**src/pkg/dpg_defines.vh**
```
// constants for the dual port gpio block
// How it works
// - port e direction is write-only; reads return an undefined filler value
// - port e direction clears at power-on reset and hardware standby only
// - modes 1,2,4,5,6 with 8-bit bus: port e is gpio per direction bit
// - modes 1,2,4,5,6 with 16-bit bus: port e carries the data bus
// - modes 3 and 7: port e is gpio, each pin by its direction bit
// - port e output latch is read/write, clears at power-on and hw standby
// - port e readback is read-only; writes to it are ignored
// - port e readback gives latch where direction is 1, pin level otherwise
// - after power-on or hw standby port e readback shows pin levels
// - port e pull-up control is read/write, reset like other registers
// - pull-up on when direction 0 and pull-up bit 1, not in 16-bit bus
// - all pull-ups off after power-on reset and during hw standby
// - port f direction is write-only; reads return an undefined filler value
// - port f direction resets to 80 in bus modes, 00 in modes 3 and 7
// - standby output hold bit keeps or floats bus strobes in sw standby
// - bus modes: port f pin 7 is clock output when direction bit is 1
// - bus modes: port f pins 6 to 3 are the four bus strobes
// - modes 3 and 7: port f pins are outputs by bit, pin 7 gives clock
// - port f output latch is read/write, clears at power-on and hw standby
// - port f readback gives latch where direction is 1, pin level otherwise
`ifndef DPG_DEFINES_VH
`define DPG_DEFINES_VH
`define DPG_ADDR_E_DIR 16'hFEBD
`define DPG_ADDR_F_DIR 16'hFEBE
`define DPG_ADDR_E_PIN 16'hFF5D
`define DPG_ADDR_F_PIN 16'hFF5E
`define DPG_ADDR_E_LAT 16'hFF6D
`define DPG_ADDR_F_LAT 16'hFF6E
`define DPG_ADDR_E_PUC 16'hFF74
`define DPG_ADDR_SBY 16'hFF7A
`define DPG_SBY_HOLD_BIT 3
`define DPG_RST_ZERO 8'h00
`define DPG_RST_F_BUS 8'h80
`define DPG_UNDEF_READ 8'hFF
`define DPG_MODE_3 3'h3
`define DPG_MODE_7 3'h7
`define DPG_MODE_0 3'h0
`define DPG_CLK_PIN 7
`define DPG_AS_PIN 6
`define DPG_RD_PIN 5
`define DPG_HWR_PIN 4
`define DPG_LWR_PIN 3
`endif

```
**src/verilog/dpg_gpio.v**
```verilog
// dual 8-bit gpio port with data bus and bus strobe sharing
//
// Chosen here: the strobed register port.
`timescale 1ns/10ps
`include "dpg_defines.vh"
module dpg_gpio (
  input wire clk,
  input wire rst_n,
  input wire hwStandby,
  input wire swStandby,
  input wire [2:0] opMode,
  input wire wideBus,
  input wire [15:0] addr,
  input wire [7:0] wrData,
  input wire wrStrobe,
  input wire rdStrobe,
  output reg [7:0] rdData,
  input wire [7:0] portEIn,
  output wire [7:0] portEOut,
  output wire [7:0] portEOe,
  output wire [7:0] portEPullup,
  input wire [7:0] busDataOut,
  input wire busDataOe,
  output wire [7:0] busDataIn,
  input wire [7:0] portFIn,
  output wire [7:0] portFOut,
  output wire [7:0] portFOe,
  input wire sysClkOut,
  input wire address_strobe_n,
  input wire read_strobe_n,
  input wire upper_write_strobe_n,
  input wire lower_write_strobe_n
);
  reg rstMeta;
  reg rstSync;
  reg [7:0] eInMeta;
  reg [7:0] eInSync;
  reg [7:0] fInMeta;
  reg [7:0] fInSync;
  reg [7:0] port_e_direction;
  reg [7:0] port_e_output_latch;
  reg [7:0] port_e_pullup_control;
  reg [7:0] port_f_direction;
  reg [7:0] port_f_output_latch;
  reg standby_output_hold;
  reg modeSeen;
  reg [7:0] next_rdData;
  wire gpioMode;
  wire eBusMode;
  wire [7:0] eReadback;
  wire [7:0] fReadback;
  wire [7:0] fFuncOut;
  wire [7:0] fFuncOe;
  wire strobeOn;

  // reset release through two flops
  always @(posedge clk or negedge rst_n) begin
    if (!rst_n) begin
      rstMeta <= 1'b0;
      rstSync <= 1'b0;
    end else begin
      rstMeta <= 1'b1;
      rstSync <= rstMeta;
    end
  end

  // pin synchronisers
  always @(posedge clk or negedge rstSync) begin
    if (!rstSync) begin
      eInMeta <= `DPG_RST_ZERO;
      eInSync <= `DPG_RST_ZERO;
      fInMeta <= `DPG_RST_ZERO;
      fInSync <= `DPG_RST_ZERO;
    end else begin
      eInMeta <= portEIn;
      eInSync <= eInMeta;
      fInMeta <= portFIn;
      fInSync <= fInMeta;
    end
  end

  // modes 3 and 7 are single-chip gpio modes
  assign gpioMode = (opMode == `DPG_MODE_3) || (opMode == `DPG_MODE_7);
  assign eBusMode = !gpioMode && wideBus;

  // registers; power-on reset and hw standby clear, port f direction loads 80 in bus modes, sw standby keeps
  always @(posedge clk or negedge rstSync) begin
    if (!rstSync) begin
      port_e_direction <= `DPG_RST_ZERO;
      port_e_output_latch <= `DPG_RST_ZERO;
      port_e_pullup_control <= `DPG_RST_ZERO;
      port_f_output_latch <= `DPG_RST_ZERO;
      port_f_direction <= `DPG_RST_ZERO;
      standby_output_hold <= 1'b0;
      modeSeen <= 1'b0;
    end else if (hwStandby || !modeSeen) begin
      port_e_direction <= `DPG_RST_ZERO;
      port_e_output_latch <= `DPG_RST_ZERO;
      port_e_pullup_control <= `DPG_RST_ZERO;
      port_f_output_latch <= `DPG_RST_ZERO;
      standby_output_hold <= 1'b0;
      modeSeen <= 1'b1;
      // mode strap caught after reset release
      if (gpioMode) begin
        port_f_direction <= `DPG_RST_ZERO;
      end else begin
        port_f_direction <= `DPG_RST_F_BUS;
      end
    end else if (wrStrobe) begin
      // readback addresses take no write
      case (addr)
        `DPG_ADDR_E_DIR: port_e_direction <= wrData;
        `DPG_ADDR_E_LAT: port_e_output_latch <= wrData;
        `DPG_ADDR_E_PUC: port_e_pullup_control <= wrData;
        `DPG_ADDR_F_DIR: port_f_direction <= wrData;
        `DPG_ADDR_F_LAT: port_f_output_latch <= wrData;
        `DPG_ADDR_SBY: begin
          standby_output_hold <= wrData[`DPG_SBY_HOLD_BIT];
        end
        default: begin
        end
      endcase
    end
  end

  // readback mixes latch and synced pin levels per direction bit
  assign eReadback = (port_e_direction & port_e_output_latch) |
    (~port_e_direction & eInSync);
  assign fReadback = (port_f_direction & port_f_output_latch) |
    (~port_f_direction & fInSync);

  // read mux
  always @* begin
    next_rdData = `DPG_RST_ZERO;
    case (addr)
      `DPG_ADDR_E_DIR: next_rdData = `DPG_UNDEF_READ;
      `DPG_ADDR_F_DIR: next_rdData = `DPG_UNDEF_READ;
      `DPG_ADDR_E_PIN: next_rdData = eReadback;
      `DPG_ADDR_F_PIN: next_rdData = fReadback;
      `DPG_ADDR_E_LAT: next_rdData = port_e_output_latch;
      `DPG_ADDR_F_LAT: next_rdData = port_f_output_latch;
      `DPG_ADDR_E_PUC: next_rdData = port_e_pullup_control;
      `DPG_ADDR_SBY: begin
        next_rdData = `DPG_RST_ZERO;
        next_rdData[`DPG_SBY_HOLD_BIT] = standby_output_hold;
      end
      default: next_rdData = `DPG_RST_ZERO;
    endcase
  end

  // read data valid the cycle after the strobe
  always @(posedge clk or negedge rstSync) begin
    if (!rstSync) begin
      rdData <= `DPG_RST_ZERO;
    end else if (rdStrobe) begin
      rdData <= next_rdData;
    end else begin
      rdData <= `DPG_RST_ZERO;
    end
  end

  // port e pins: data bus in 16-bit bus mode, else gpio
  assign portEOut = eBusMode ? busDataOut : port_e_output_latch;
  assign portEOe = eBusMode ? {8{busDataOe}} : port_e_direction;
  assign busDataIn = eInSync;
  assign portEPullup = eBusMode ? `DPG_RST_ZERO :
    (~port_e_direction & port_e_pullup_control);

  // strobes float in sw standby unless hold is set
  assign strobeOn = !swStandby || standby_output_hold;

  // port f special functions per pin
  genvar i;
  generate
    for (i = 0; i < 8; i = i + 1) begin : gF
      if (i == `DPG_CLK_PIN) begin : gClk
        assign fFuncOut[i] = sysClkOut;
        assign fFuncOe[i] = port_f_direction[i];
      end else if (i >= `DPG_LWR_PIN && i <= `DPG_AS_PIN) begin : gStb
        assign fFuncOut[i] = gpioMode ? port_f_output_latch[i] :
          (i == `DPG_AS_PIN) ? address_strobe_n :
          (i == `DPG_RD_PIN) ? read_strobe_n :
          (i == `DPG_HWR_PIN) ? upper_write_strobe_n :
          lower_write_strobe_n;
        assign fFuncOe[i] = gpioMode ? port_f_direction[i] : strobeOn;
      end else begin : gIo
        assign fFuncOut[i] = port_f_output_latch[i];
        assign fFuncOe[i] = port_f_direction[i];
      end
    end
  endgenerate
  assign portFOut = fFuncOut;
  assign portFOe = fFuncOe;
endmodule

```
**config.mk**
```make
export PLATFORM = sky130hd
export DESIGN_NAME = dpg_gpio
export DESIGN_NICKNAME = d
export VERILOG_FILES = /design/src/verilog/dpg_gpio.v
export VERILOG_INCLUDE_DIRS = /design/src /design/src/pkg
export SDC_FILE = /design/constraint.sdc
export NUM_CORES = 1
export LEC_CHECK = 0
export ABC_CLOCK_PERIOD_IN_PS = 8200
export BUFFER_PORTS_ARGS = -buffer_cell sky130_fd_sc_hd__buf_2
export CAP_MARGIN = 20
export CORE_MARGIN = 2
export CORE_UTILIZATION = 45
export CTS_BUF_LIST = sky130_fd_sc_hd__clkbuf_8
export DETAILED_ROUTE_END_ITERATION = 10
export GPL_TIMING_DRIVEN = 0
export PLACE_DENSITY = 0.71
export SYNTH_ARGS = -nofsm -noshare
export SYNTH_HDL_FRONTEND = slang
export SYNTH_SLANG_ARGS = --single-unit
```
**constraint.sdc**
```tcl
create_clock -name clk -period 8.2 [get_ports clk]
set_clock_uncertainty 0.1 [all_clocks]
set_input_delay 0.82 -clock clk [delete_from_list [all_inputs] [get_ports clk]]
set_output_delay 0.82 -clock clk [all_outputs]
set_load 0.02 [all_outputs]
```
# Yosys cells after proc, flatten, opt, wreduce, memory -nomap -nowiden
# Cells that the tools add are included.
# Widths: inputs -> output; s select.
# word_totals
input_bits	64
regBits	84
# op_classes
n_mux	32
n_reduce_logical	21
bitwise	9
eq_ne	10
# ops
op	count
$mux 8	20
$eq 16x16->1 const B	8
$pmux 8 s7	1
$and 8x8->8	5
$not 8->8	2
$or 8x8->8	2
$reduce_bool 2->1	7
$reduce_and 2->1	6
$mux 1	11
$eq 3x2->1 const B	1
$eq 3x3->1 const B	1
$logic_not 1->1	3
$logic_or 1x1->1	3
$reduce_or 2->1	1
$logic_and 1x1->1	1

# Longest topological paths before layout
# Gate-level depths: netlist of run 1.
# logic_depth
ltp_word	5
mapped_depth	8
mapped_depth_nobuf	5

# Worst setup path after synthesis of run 1
# OpenSTA, ideal clock, no wires.
# synth_path
kind	input -> output
from	input opMode[1]
to	output portEPullup[5]
stages	5
setup_slack_ns	5.351
arrival_ns	1.929
path_cell_list	nand2_1 and2_1 clkbuf_1 clkbuf_1 nor3b_1
# synth_between
elab_chain_cells	5
# synth_lines
element	line_no	rtl
start: declaration	dpg_gpio.v:11	input wire [2:0] opMode,
$eq 3x2->1 (no line) or $eq 3x3->1 (tied branches)	--	
$logic_or 1x1->1 (*)	dpg_gpio.v:83	assign gpioMode = (opMode == `DPG_MODE_3) || (opMode == `DPG_MODE_7);
$logic_not 1->1 (*)	dpg_gpio.v:84	assign eBusMode = !gpioMode && wideBus;
$logic_and 1x1->1 (*)	dpg_gpio.v:84	
$mux 8 (*)	dpg_gpio.v:166	assign portEPullup = eBusMode ? `DPG_RST_ZERO :
end: declaration	dpg_gpio.v:21	output wire [7:0] portEPullup,
# Every way passes the cells marked *; elsewhere a longest branch is shown, timed or not.

# Worst setup path in the final report of run 1
# layout_path
from	input opMode[1]
to	output portEPullup[6]
# Same word-level chain as after synthesis.

==> results of run 1 <==
## metal layers
layer | global-route usage | up-vias | share of wire
li1 | - | 1592 | -
met4 | 0.107 | 0 | 0.026
met2 | 0.382 | 158 | 0.47
met5 | 0 | - | 0
met3 | 0.0422 | 25 | 0.064
met1 | 0.351 | 1742 | 0.44
## sequential cells by signal (all words and copies together) (netlist names)
signal                 cells
busDataIn                  8
eInMeta                    8
fInMeta                    8
fInSync                    8
port_e_direction           8
port_e_output_latch        8
port_e_pullup_control      8
port_f_direction           8
port_f_output_latch        8
rdData                     8
modeSeen                   1
rstMeta                    1
rstSync                    1
standby_output_hold        1
## cell families (layout without fill, tap and decap cells)
logic type | after synthesis | after routing | synth area share
AND/OR/NAND/NOR | 172 | 172 | 0.228
AO/OA/AOI/OAI | 51 | 51 | 0.0851
flip-flops | 84 | 84 | 0.531
other | 1 | 2 | 0.000948
buffers and inverters | 31 | 165 | 0.0424
multiplexers | 43 | 43 | 0.112
## synth_stat cells, drive strengths merged (4+ instances only)
| cell type | count |
|---|---|
| clkbuf | 11 |
| nor3 | 4 |
| nor2 | 26 |
| nor2b | 4 |
| nor3b | 8 |
| o21a | 4 |
| o22ai | 6 |
| a22oi | 8 |
| mux2 | 7 |
| nand2 | 74 |
| a21oi | 18 |
| dfrtp | 84 |
| nand3 | 26 |
| nand4 | 5 |
| mux2i | 36 |
| a41oi | 8 |
| buf | 18 |
## worst paths after layout
| check | startpoint | end | slack (ns) | cells past startpoint |
|---|---|---|---|---|
| max | opMode[1] | portEPullup[6] | 4.83 | 7 |
| min | rst_n | rstMeta | 0.11 | 1 |
| max reg2reg | port_f_direction[3] | rdData[3] | 6.61 | 5 |
| min reg2reg | rstSync | port_f_direction[0] | 0.22 | 0 |
| max in group asynchronous | rstSync | fInMeta[6] | 7.18 | 1 |
| min in group clk | fInMeta[0] | fInSync[0] | 0.25 | 0 |
## where the power goes
group          total (mW)  internal [mW]  switching [mW]
logic              0.0848         0.0303          0.0545
clock network       0.283          0.121           0.163
registers           0.430          0.423         0.00720
total               0.798          0.574           0.224
## critical path, cell delays in order
cell and delay, ns:
buf_2 0.11, nand2_1 0.09, and2_1 0.13, clkbuf_1 0.34, clkbuf_1 0.58, nor3b_1 0.16
buf_2 0.20
## per-stage QoR
| step | setup WS (ns) | total power [mW] | instance area [um2] |
|---|---|---|---|
| floorplan | 5.35 | 0.479 | 3960 |
| global placement | 4.70 | 0.520 | 4680 |
| detailed placement | 4.79 | 0.524 | 4700 |
| CTS | 4.83 | 0.803 | 4890 |
| global route | 4.69 | 0.828 | 4890 |
| finish | 4.83 | 0.798 | 4890 |
## final cells by class
cell class / count / area (um2)
fillers: 768 / 3750
flip-flops and latches: 84 / 2110
multi-input cells: 268 / 1690
repair buffers: 118 / 606
plain buffers: 29 / 160
clock buffers: 10 / 138
well taps: 108 / 135
clock inverters: 6 / 46.3
inverters: 2 / 7.51
==> qor.csv, run 1 <==
metric;value;unit
startpoint_type;primary input;
cts_hold_buf;0;
placed_cells;609;
hold_class;in -> async;
dp_hpwl;8030;um
drive_above_1_share;0.325;
fin_crit_sh;0.411;
synth_top_area_frac;0.531;
cp-end-kind;output pin;
power_density;163;mW/mm2
synthCells;382;
finalSetupViolations;0;
netlist_area;0.00396;mm2
drt-pass1-iter-count;5;
critPathMaxFanout;10;
synth_edf_count;0;
fin_crit;3.37;ns
maxCapViolCount;0;
yosysWarnings;0;
drt-wirelength-per-cell;18.4;um
outcome;finished, final reports clean;
yosysTopAreaCell;dfrtp_1;
port_buffers;117;
ioPinCount;120;
die-area;0.00956;mm2
whs;0.115;ns
layout_common_cells;122 x buf_2, 83 x dfrtp_1, 74 x nand2_1;
num-nets-final;576;
layout_commonest_cell;buf_2;
grt_pass1_wl;18200;um
ys.flop_type;dfrtp_1;
worstPathArrival;2.45;ns
netlist-cell-type-count;48;
final_cells;625;
fin_util;0.566;
rows;34;
worst_setup_hold_path_clk_slew;0.08;ns
ys_seq_elements;84;
initialDrtViolationCount;285;
grt_usage;0.248;
cts_max_path_buffers;2;
overflow;0;
antenna_cells;0;
ir_drop;0.000116;V
fin_setup_tns;0;ns
grt_pass1_vias;3508;
synthToLayoutAreaGrowth;23.6;%
ctsResizeCount;0;
cts-root-buf;clkbuf_8;
cts_buffers;9;
maxSlewViolCount;0;
worst_pin_slew;1.05;ns
ys_top_cells_by_area;dfrtp_1 53%, mux2i_1 9.1%, nand2_1 7.0%;
clock_latency;0.37;ns
leakagePower;2.35;nW
async_flop_share;1.00;
drc;0;
cts_htree_levels;3;
synth.avg_cell_area;10.4;um2
seq_area_frac_synth;0.531;
cts_tree;yes;
die_height;97.8;um
critical_path_class;in -> out;
antenna_found_initial;0;
grt_max_degree;43;
vias_per_cell;5.63;
routed_wl;11500;um
hold_violations;0;
rsz0062_at_grt;false;
core_area;0.00864;mm2
slew_headroom;0.295;
ant_nets;0;
start_util;0.458;
clock-sinks;84;
via_count;3517;
die_w;97.8;um
gp_congestion;0.933;
worstPathRequired;7.28;ns
max_freq;297;MHz
postCtsSetupRepairBufs;0;
Note: power is estimated with default switching activity, not from simulation.
==> inputs of run 2 (changes only) <==
ABC_AREA = 1   (was unset)
ABC_CLOCK_PERIOD_IN_PS = 2900   (was 8200)
PLACE_DENSITY = 0.74   (was 0.71)
clock period = 2.9 ns   (was 8.2 ns; I/O delays follow)
==> qor.csv, run 2 <==
metric;value;unit
outcome;finished, final reports clean;
antenna_found_initial;0;
cts_tree;yes;
overflow;0;
p_int;1.83;mW
cp-startpoint;opMode[1];
grt_pass1_wl;17200;um
leakagePower;2.69;nW
pwr-share-clk;0.357;
core_area;0.00868;mm2
cp-end-kind;output pin;
clock_latency;0.36;ns
ioPinCount;120;
port_buffers;117;
final_cells;737;
worstPathRequired;2.51;ns
synthToLayoutAreaGrowth;28.5;%
seqPwrFrac;0.502;
ys.flop_type;dfrtp_1;
drt-wirelength-per-cell;14.6;um
max_stage_delay;0.39;ns
yosysWarnings;0;
netlist-cell-type-count;24;
die_w;98.5;um
design_power_total;2.52;mW
vias_per_cell;5.16;
die-area;0.00970;mm2
dp_hpwl;8030;um
worst_pin_slew;0.550;ns
layout_commonest_cell;nand2_1;
yosysTopAreaCell;dfrtp_1;
rsz0062_at_grt;false;
placed_cells;704;
r2r_end;port_e_direction[6];
cts_buffers;9;
crit_top_cell;nand2_1;
ir_drop;0.000349;V
num-nets-final;688;
antenna_cells;0;
rows;34;
synth_edf_count;0;
grt_pass1_vias;3716;
synth_common_cells;139 x nand2_1, 84 x dfrtp_1, 59 x nand3_1, 44 x o21ai_0, 43 x inv_1;
start_util;0.463;
ant_nets;0;
worstPathArrival;1.63;ns
drt-pass1-iter-count;5;
grt_max_degree;63;
finalSetupViolations;0;
gp_congestion;0.928;
whs;0.123;ns
drive_above_1_share;0.310;
die_height;98.5;um
startpoint_type;primary input;
fin_crit_sh;0.695;
worst_setup_hold_path_clk_slew;0.09;ns
switching_power;0.689;mW
slew_headroom;0.632;
critPathMaxFanout;10;
fin_crit;2.02;ns
regToRegSetupSlack;0.97;ns
rr_worst_depth;6;
drc;0;
synthCells;477;
yosysMostFrequentCell;nand2_1;
postCtsSetupRepairBufs;0;
routed_wl;10800;um
power_density;488;mW/mm2
cts-root-buf;clkbuf_8;
async_flop_share;1.00;
seq_area_frac_synth;0.523;
fin_util;0.595;
via_count;3802;
hold_violations;0;
cts_htree_levels;3;
clock-sinks;84;
endpoint;portEOut[5];
crit_chain;buf_2, nand2_1, nand2_1, inv_1, clkbuf_1, nand2_1, nand2_1, buf_2;
initialDrtViolationCount;208;
combPwrFrac;0.141;
layout_common_cells;139 x nand2_1, 119 x buf_2, 83 x dfrtp_1;
max_freq;496;MHz
netlist_area;0.00402;mm2
synth.avg_cell_area;8.42;um2
rr_startpoint;modeSeen;
ys_seq_elements;84;
cts_max_path_buffers;2;
critical_path_class;in -> out;
slowest_stage;clkbuf_1;
maxCapViolCount;0;
switching_share;0.274;
synth_top_area_frac;0.523;
maxSlewViolCount;0;
grt_usage;0.223;
ys_top_cells_by_area;dfrtp_1 52%, nand2_1 13%, nand3_1 7.4%;
hold_class;reg -> async;
-- run 2: cell count changes in the layout (fill, tap and decap cells not counted), sizes merged, moves of 15 or more --
cell         delta
nand3          +34
a21oi          -15
nand2          +70
mux2i          -36
nor2           +22
o21ai          +63
dlygate4sd3    +17
inv            +41
-- run 2: cell type report --
| cell class | instances | area (um2) |
|---|---|---|
| Tap cell | 108 | 135 |
| Clock inverter | 4 | 55.1 |
| Buffer | 22 | 164 |
| Inverter | 45 | 169 |
| Clock buffer | 12 | 165 |
| Timing Repair Buffer | 135 | 783 |
| Fill cell | 798 | 3520 |
| Multi-Input combinational cell | 327 | 1590 |
| Sequential cell | 84 | 2110 |
-- run 2: power by group through the flow --
stage               Combinational [mW]  Sequential (mW)  Clock (mW)
detailed placement               0.337             1.29           0
global placement                 0.310             1.30           0
global route                     0.389             1.27       0.958
CTS                              0.357             1.26       0.907
floorplan                        0.184             1.29           0
finish                           0.356             1.26       0.899
-- run 2: worst min-delay path by stage --
stage	start	slack, ns	cells after the start	endpoint
2_1_floorplan	rst_n	-0.11	0	rstMeta
6_report	rstSync	0.12	0	busDataIn[5]
4_1_cts	rst_n	0.13	2	rstSync
3_5_place_dp	rst_n	-0.02	1	rstMeta
5_1_grt	rst_n	0.14	2	rstSync
3_3_place_gp	rst_n	-0.03	1	rstMeta
-- run 2: worst max-delay path, delay by kind of cell --
kind          cells  cell delay (ns)
simple gates      4             0.52
buf+inv           4             0.81
-- run 2: kinds of logic (layout without fill, tap and decap cells) --
group	after synthesis	after routing	synth area share
simple gates	253	253	0.276
flops	84	84	0.523
compound gates	72	72	0.117
buf+inv	67	218	0.0829
other cells	1	2	0.000934
-- run 2: layer usage --
metal	global-route usage	share of wire	vias up
met1	0.294	0.43	1799
li1	-	-	1814
met3	0.0255	0.057	29
met4	0.100	0.032	0
met2	0.373	0.48	160
met5	0	0	-
-- run 2: metrics by stage --
stage                     instance area [um2]  setup WS (ns)  TNS, ns
final                                    5160          0.884        0
after global routing                     5160          0.667        0
after CTS                                5160          0.872        0
after detailed placement                 4770          0.894        0
after global placement                   4740         -0.620   -50.26
after floorplan                          4020          0.287        0
-- run 2: what timing repair did --
item,in CTS,in global routing
hold buffers,17,0
gates resized for setup,0,0
hold endpoints to repair,18,0
==> inputs of run 3 (changes only) <==
ABC_CLOCK_PERIOD_IN_PS = 1600   (was 2900)
clock period = 1.6 ns   (was 2.9 ns; I/O delays follow)
==> qor.csv, run 3 (synthesis gave the netlist of run 2 again) <==
metric;value;unit
cts_htree_levels;3;
drt-pass1-iter-count;5;
finalSetupViolations;0;
r2r_end;port_e_pullup_control[5];
ioPinCount;120;
regToRegSetupSlack;0.07;ns
synthToLayoutAreaGrowth;29.5;%
grt_pass1_wl;17600;um
layout_commonest_cell;nand2_1;
via_count;3785;
rows;34;
routed_wl;10700;um
cts_buffers;9;
critical_path_class;reg -> out;
maxSlewViolCount;0;
gp_congestion;0.915;
worstPathArrival;1.27;ns
fin_setup_tns;0;ns
stdcell_area;0.00520;mm2
die_height;98.5;um
grt_pass1_vias;3724;
maxCapViolCount;0;
hold_class;in -> async;
power_density;865;mW/mm2
antenna_found_initial;0;
grt_usage;0.227;
max_freq;654;MHz
worst-path-buf-inv;2;
outcome;finished, final reports clean;
cts_tree;yes;
start_util;0.463;
drt-wirelength-per-cell;14.5;um
cp_top_family;flip-flops;
rsz0062_at_grt;false;
core_area;0.00868;mm2
clock-sinks;84;
multi_input_area;0.00161;mm2
initialDrtViolationCount;228;
fin_crit;1.53;ns
die-area;0.00970;mm2
die_w;98.5;um
grt_max_degree;66;
num-nets-final;691;
seqCellArea;0.00211;mm2
antenna_cells;0;
vias_per_cell;5.11;
cp-startpoint;standby_output_hold;
leakagePower;2.71;nW
layout_common_cells;134 x nand2_1, 118 x buf_2, 83 x dfrtp_1;
cts_max_path_buffers;2;
drc;0;
port_buffers;117;
worstPathRequired;1.34;ns
dp_hpwl;8020;um
cp-end-kind;output pin;
fin_crit_sh;0.956;
nFillCells;804;
max_stage_delay;0.39;ns
slowest_stage;dfrtp_1;
clock_latency;0.36;ns
ant_nets;0;
rr_startpoint;modeSeen;
placed_cell_area;0.00477;mm2
overflow;0;
drive_above_1_share;0.326;
rr_worst_depth;6;
crit_chain;inv_1, nand2_1, nand2_2, o21ai_0, buf_2;
worst_setup_hold_path_clk_slew;0.08;ns
ir_drop;0.000570;V
hold_violations;0;
cts-root-buf;clkbuf_8;
startpoint_type;register;
critPathMaxFanout;4;
## run 3: changes by cell type in the layout (fill, tap and decap cells not counted), moves of 2 or more
| cell | previous run | this run |
|---|---|---|
| clkbuf_1 | 4 | 1 |
| nand2_2 | 5 | 10 |
| clkbuf_4 | 0 | 2 |
| buf_4 | 11 | 14 |
| clkbuf_8 | 12 | 10 |
| nand2_1 | 139 | 134 |
## run 3: area by class of cell
cell class | instances | share of cell area
timing repair buffer | 138 | 0.155
inverter | 45 | 0.0325
sequential | 84 | 0.405
clock inverter | 6 | 0.0123
clock buffer | 10 | 0.0265
tap | 108 | 0.0260
buffer | 22 | 0.0337
multi-input combinational | 327 | 0.309
## run 3: per-layer routing
| layer | vias to the layer above | GRT usage | routed length (um) |
|---|---|---|---|
| met2 | 168 | 0.391 | 5360 |
| met1 | 1771 | 0.293 | 4480 |
| li1 | 1819 | - | - |
| met3 | 27 | 0.0362 | 651 |
| met4 | 0 | 0.0748 | 239 |
| met5 | - | 0 | 0 |
## run 3: worst max-delay path by stage
stage	endpoint	slack, ns	depth (start not counted)
global route	port_f_direction[2]	0.009	7
detailed placement	port_e_direction[7]	-0.26	6
finish	portFOe[6]	0.07	5
CTS	port_e_direction[6]	0.03	7
global placement	eInMeta[3]	-0.39	0
floorplan	busDataIn[0]	0.08	0
## run 3: repair_timing
item / in CTS / in global routing
buffers inserted: 0 / 2
endpoints found under the setup margin: 51 / 31
hold buffers: 18 / 0
resized for setup: 7 / 10
hold endpoints to repair: 19 / 0
## run 3: stage by stage
step	std cells	util	hold slack, ns	setup slack, ns	total power [mW]
2_1_floorplan	478	-	-0.236	0.0792	2.68
3_3_place_gp	703	0.546	-0.155	-0.388	2.92
3_5_place_dp	704	0.550	-0.151	-0.263	2.94
4_1_cts	738	0.596	0.00465	0.0318	4.51
5_1_grt	740	0.599	0.0122	0.00851	4.69
6_report	740	0.599	0.0105	0.0699	4.50
## run 3: where the power goes
| group | switching (mW) | leakage, nW | internal [mW] | total [mW] |
|---|---|---|---|---|
| Sequential | 0.0731 | 1.07 | 2.22 | 2.29 |
| Combinational | 0.406 | 1.54 | 0.253 | 0.659 |
| Clock | 0.785 | 0.104 | 0.764 | 1.55 |
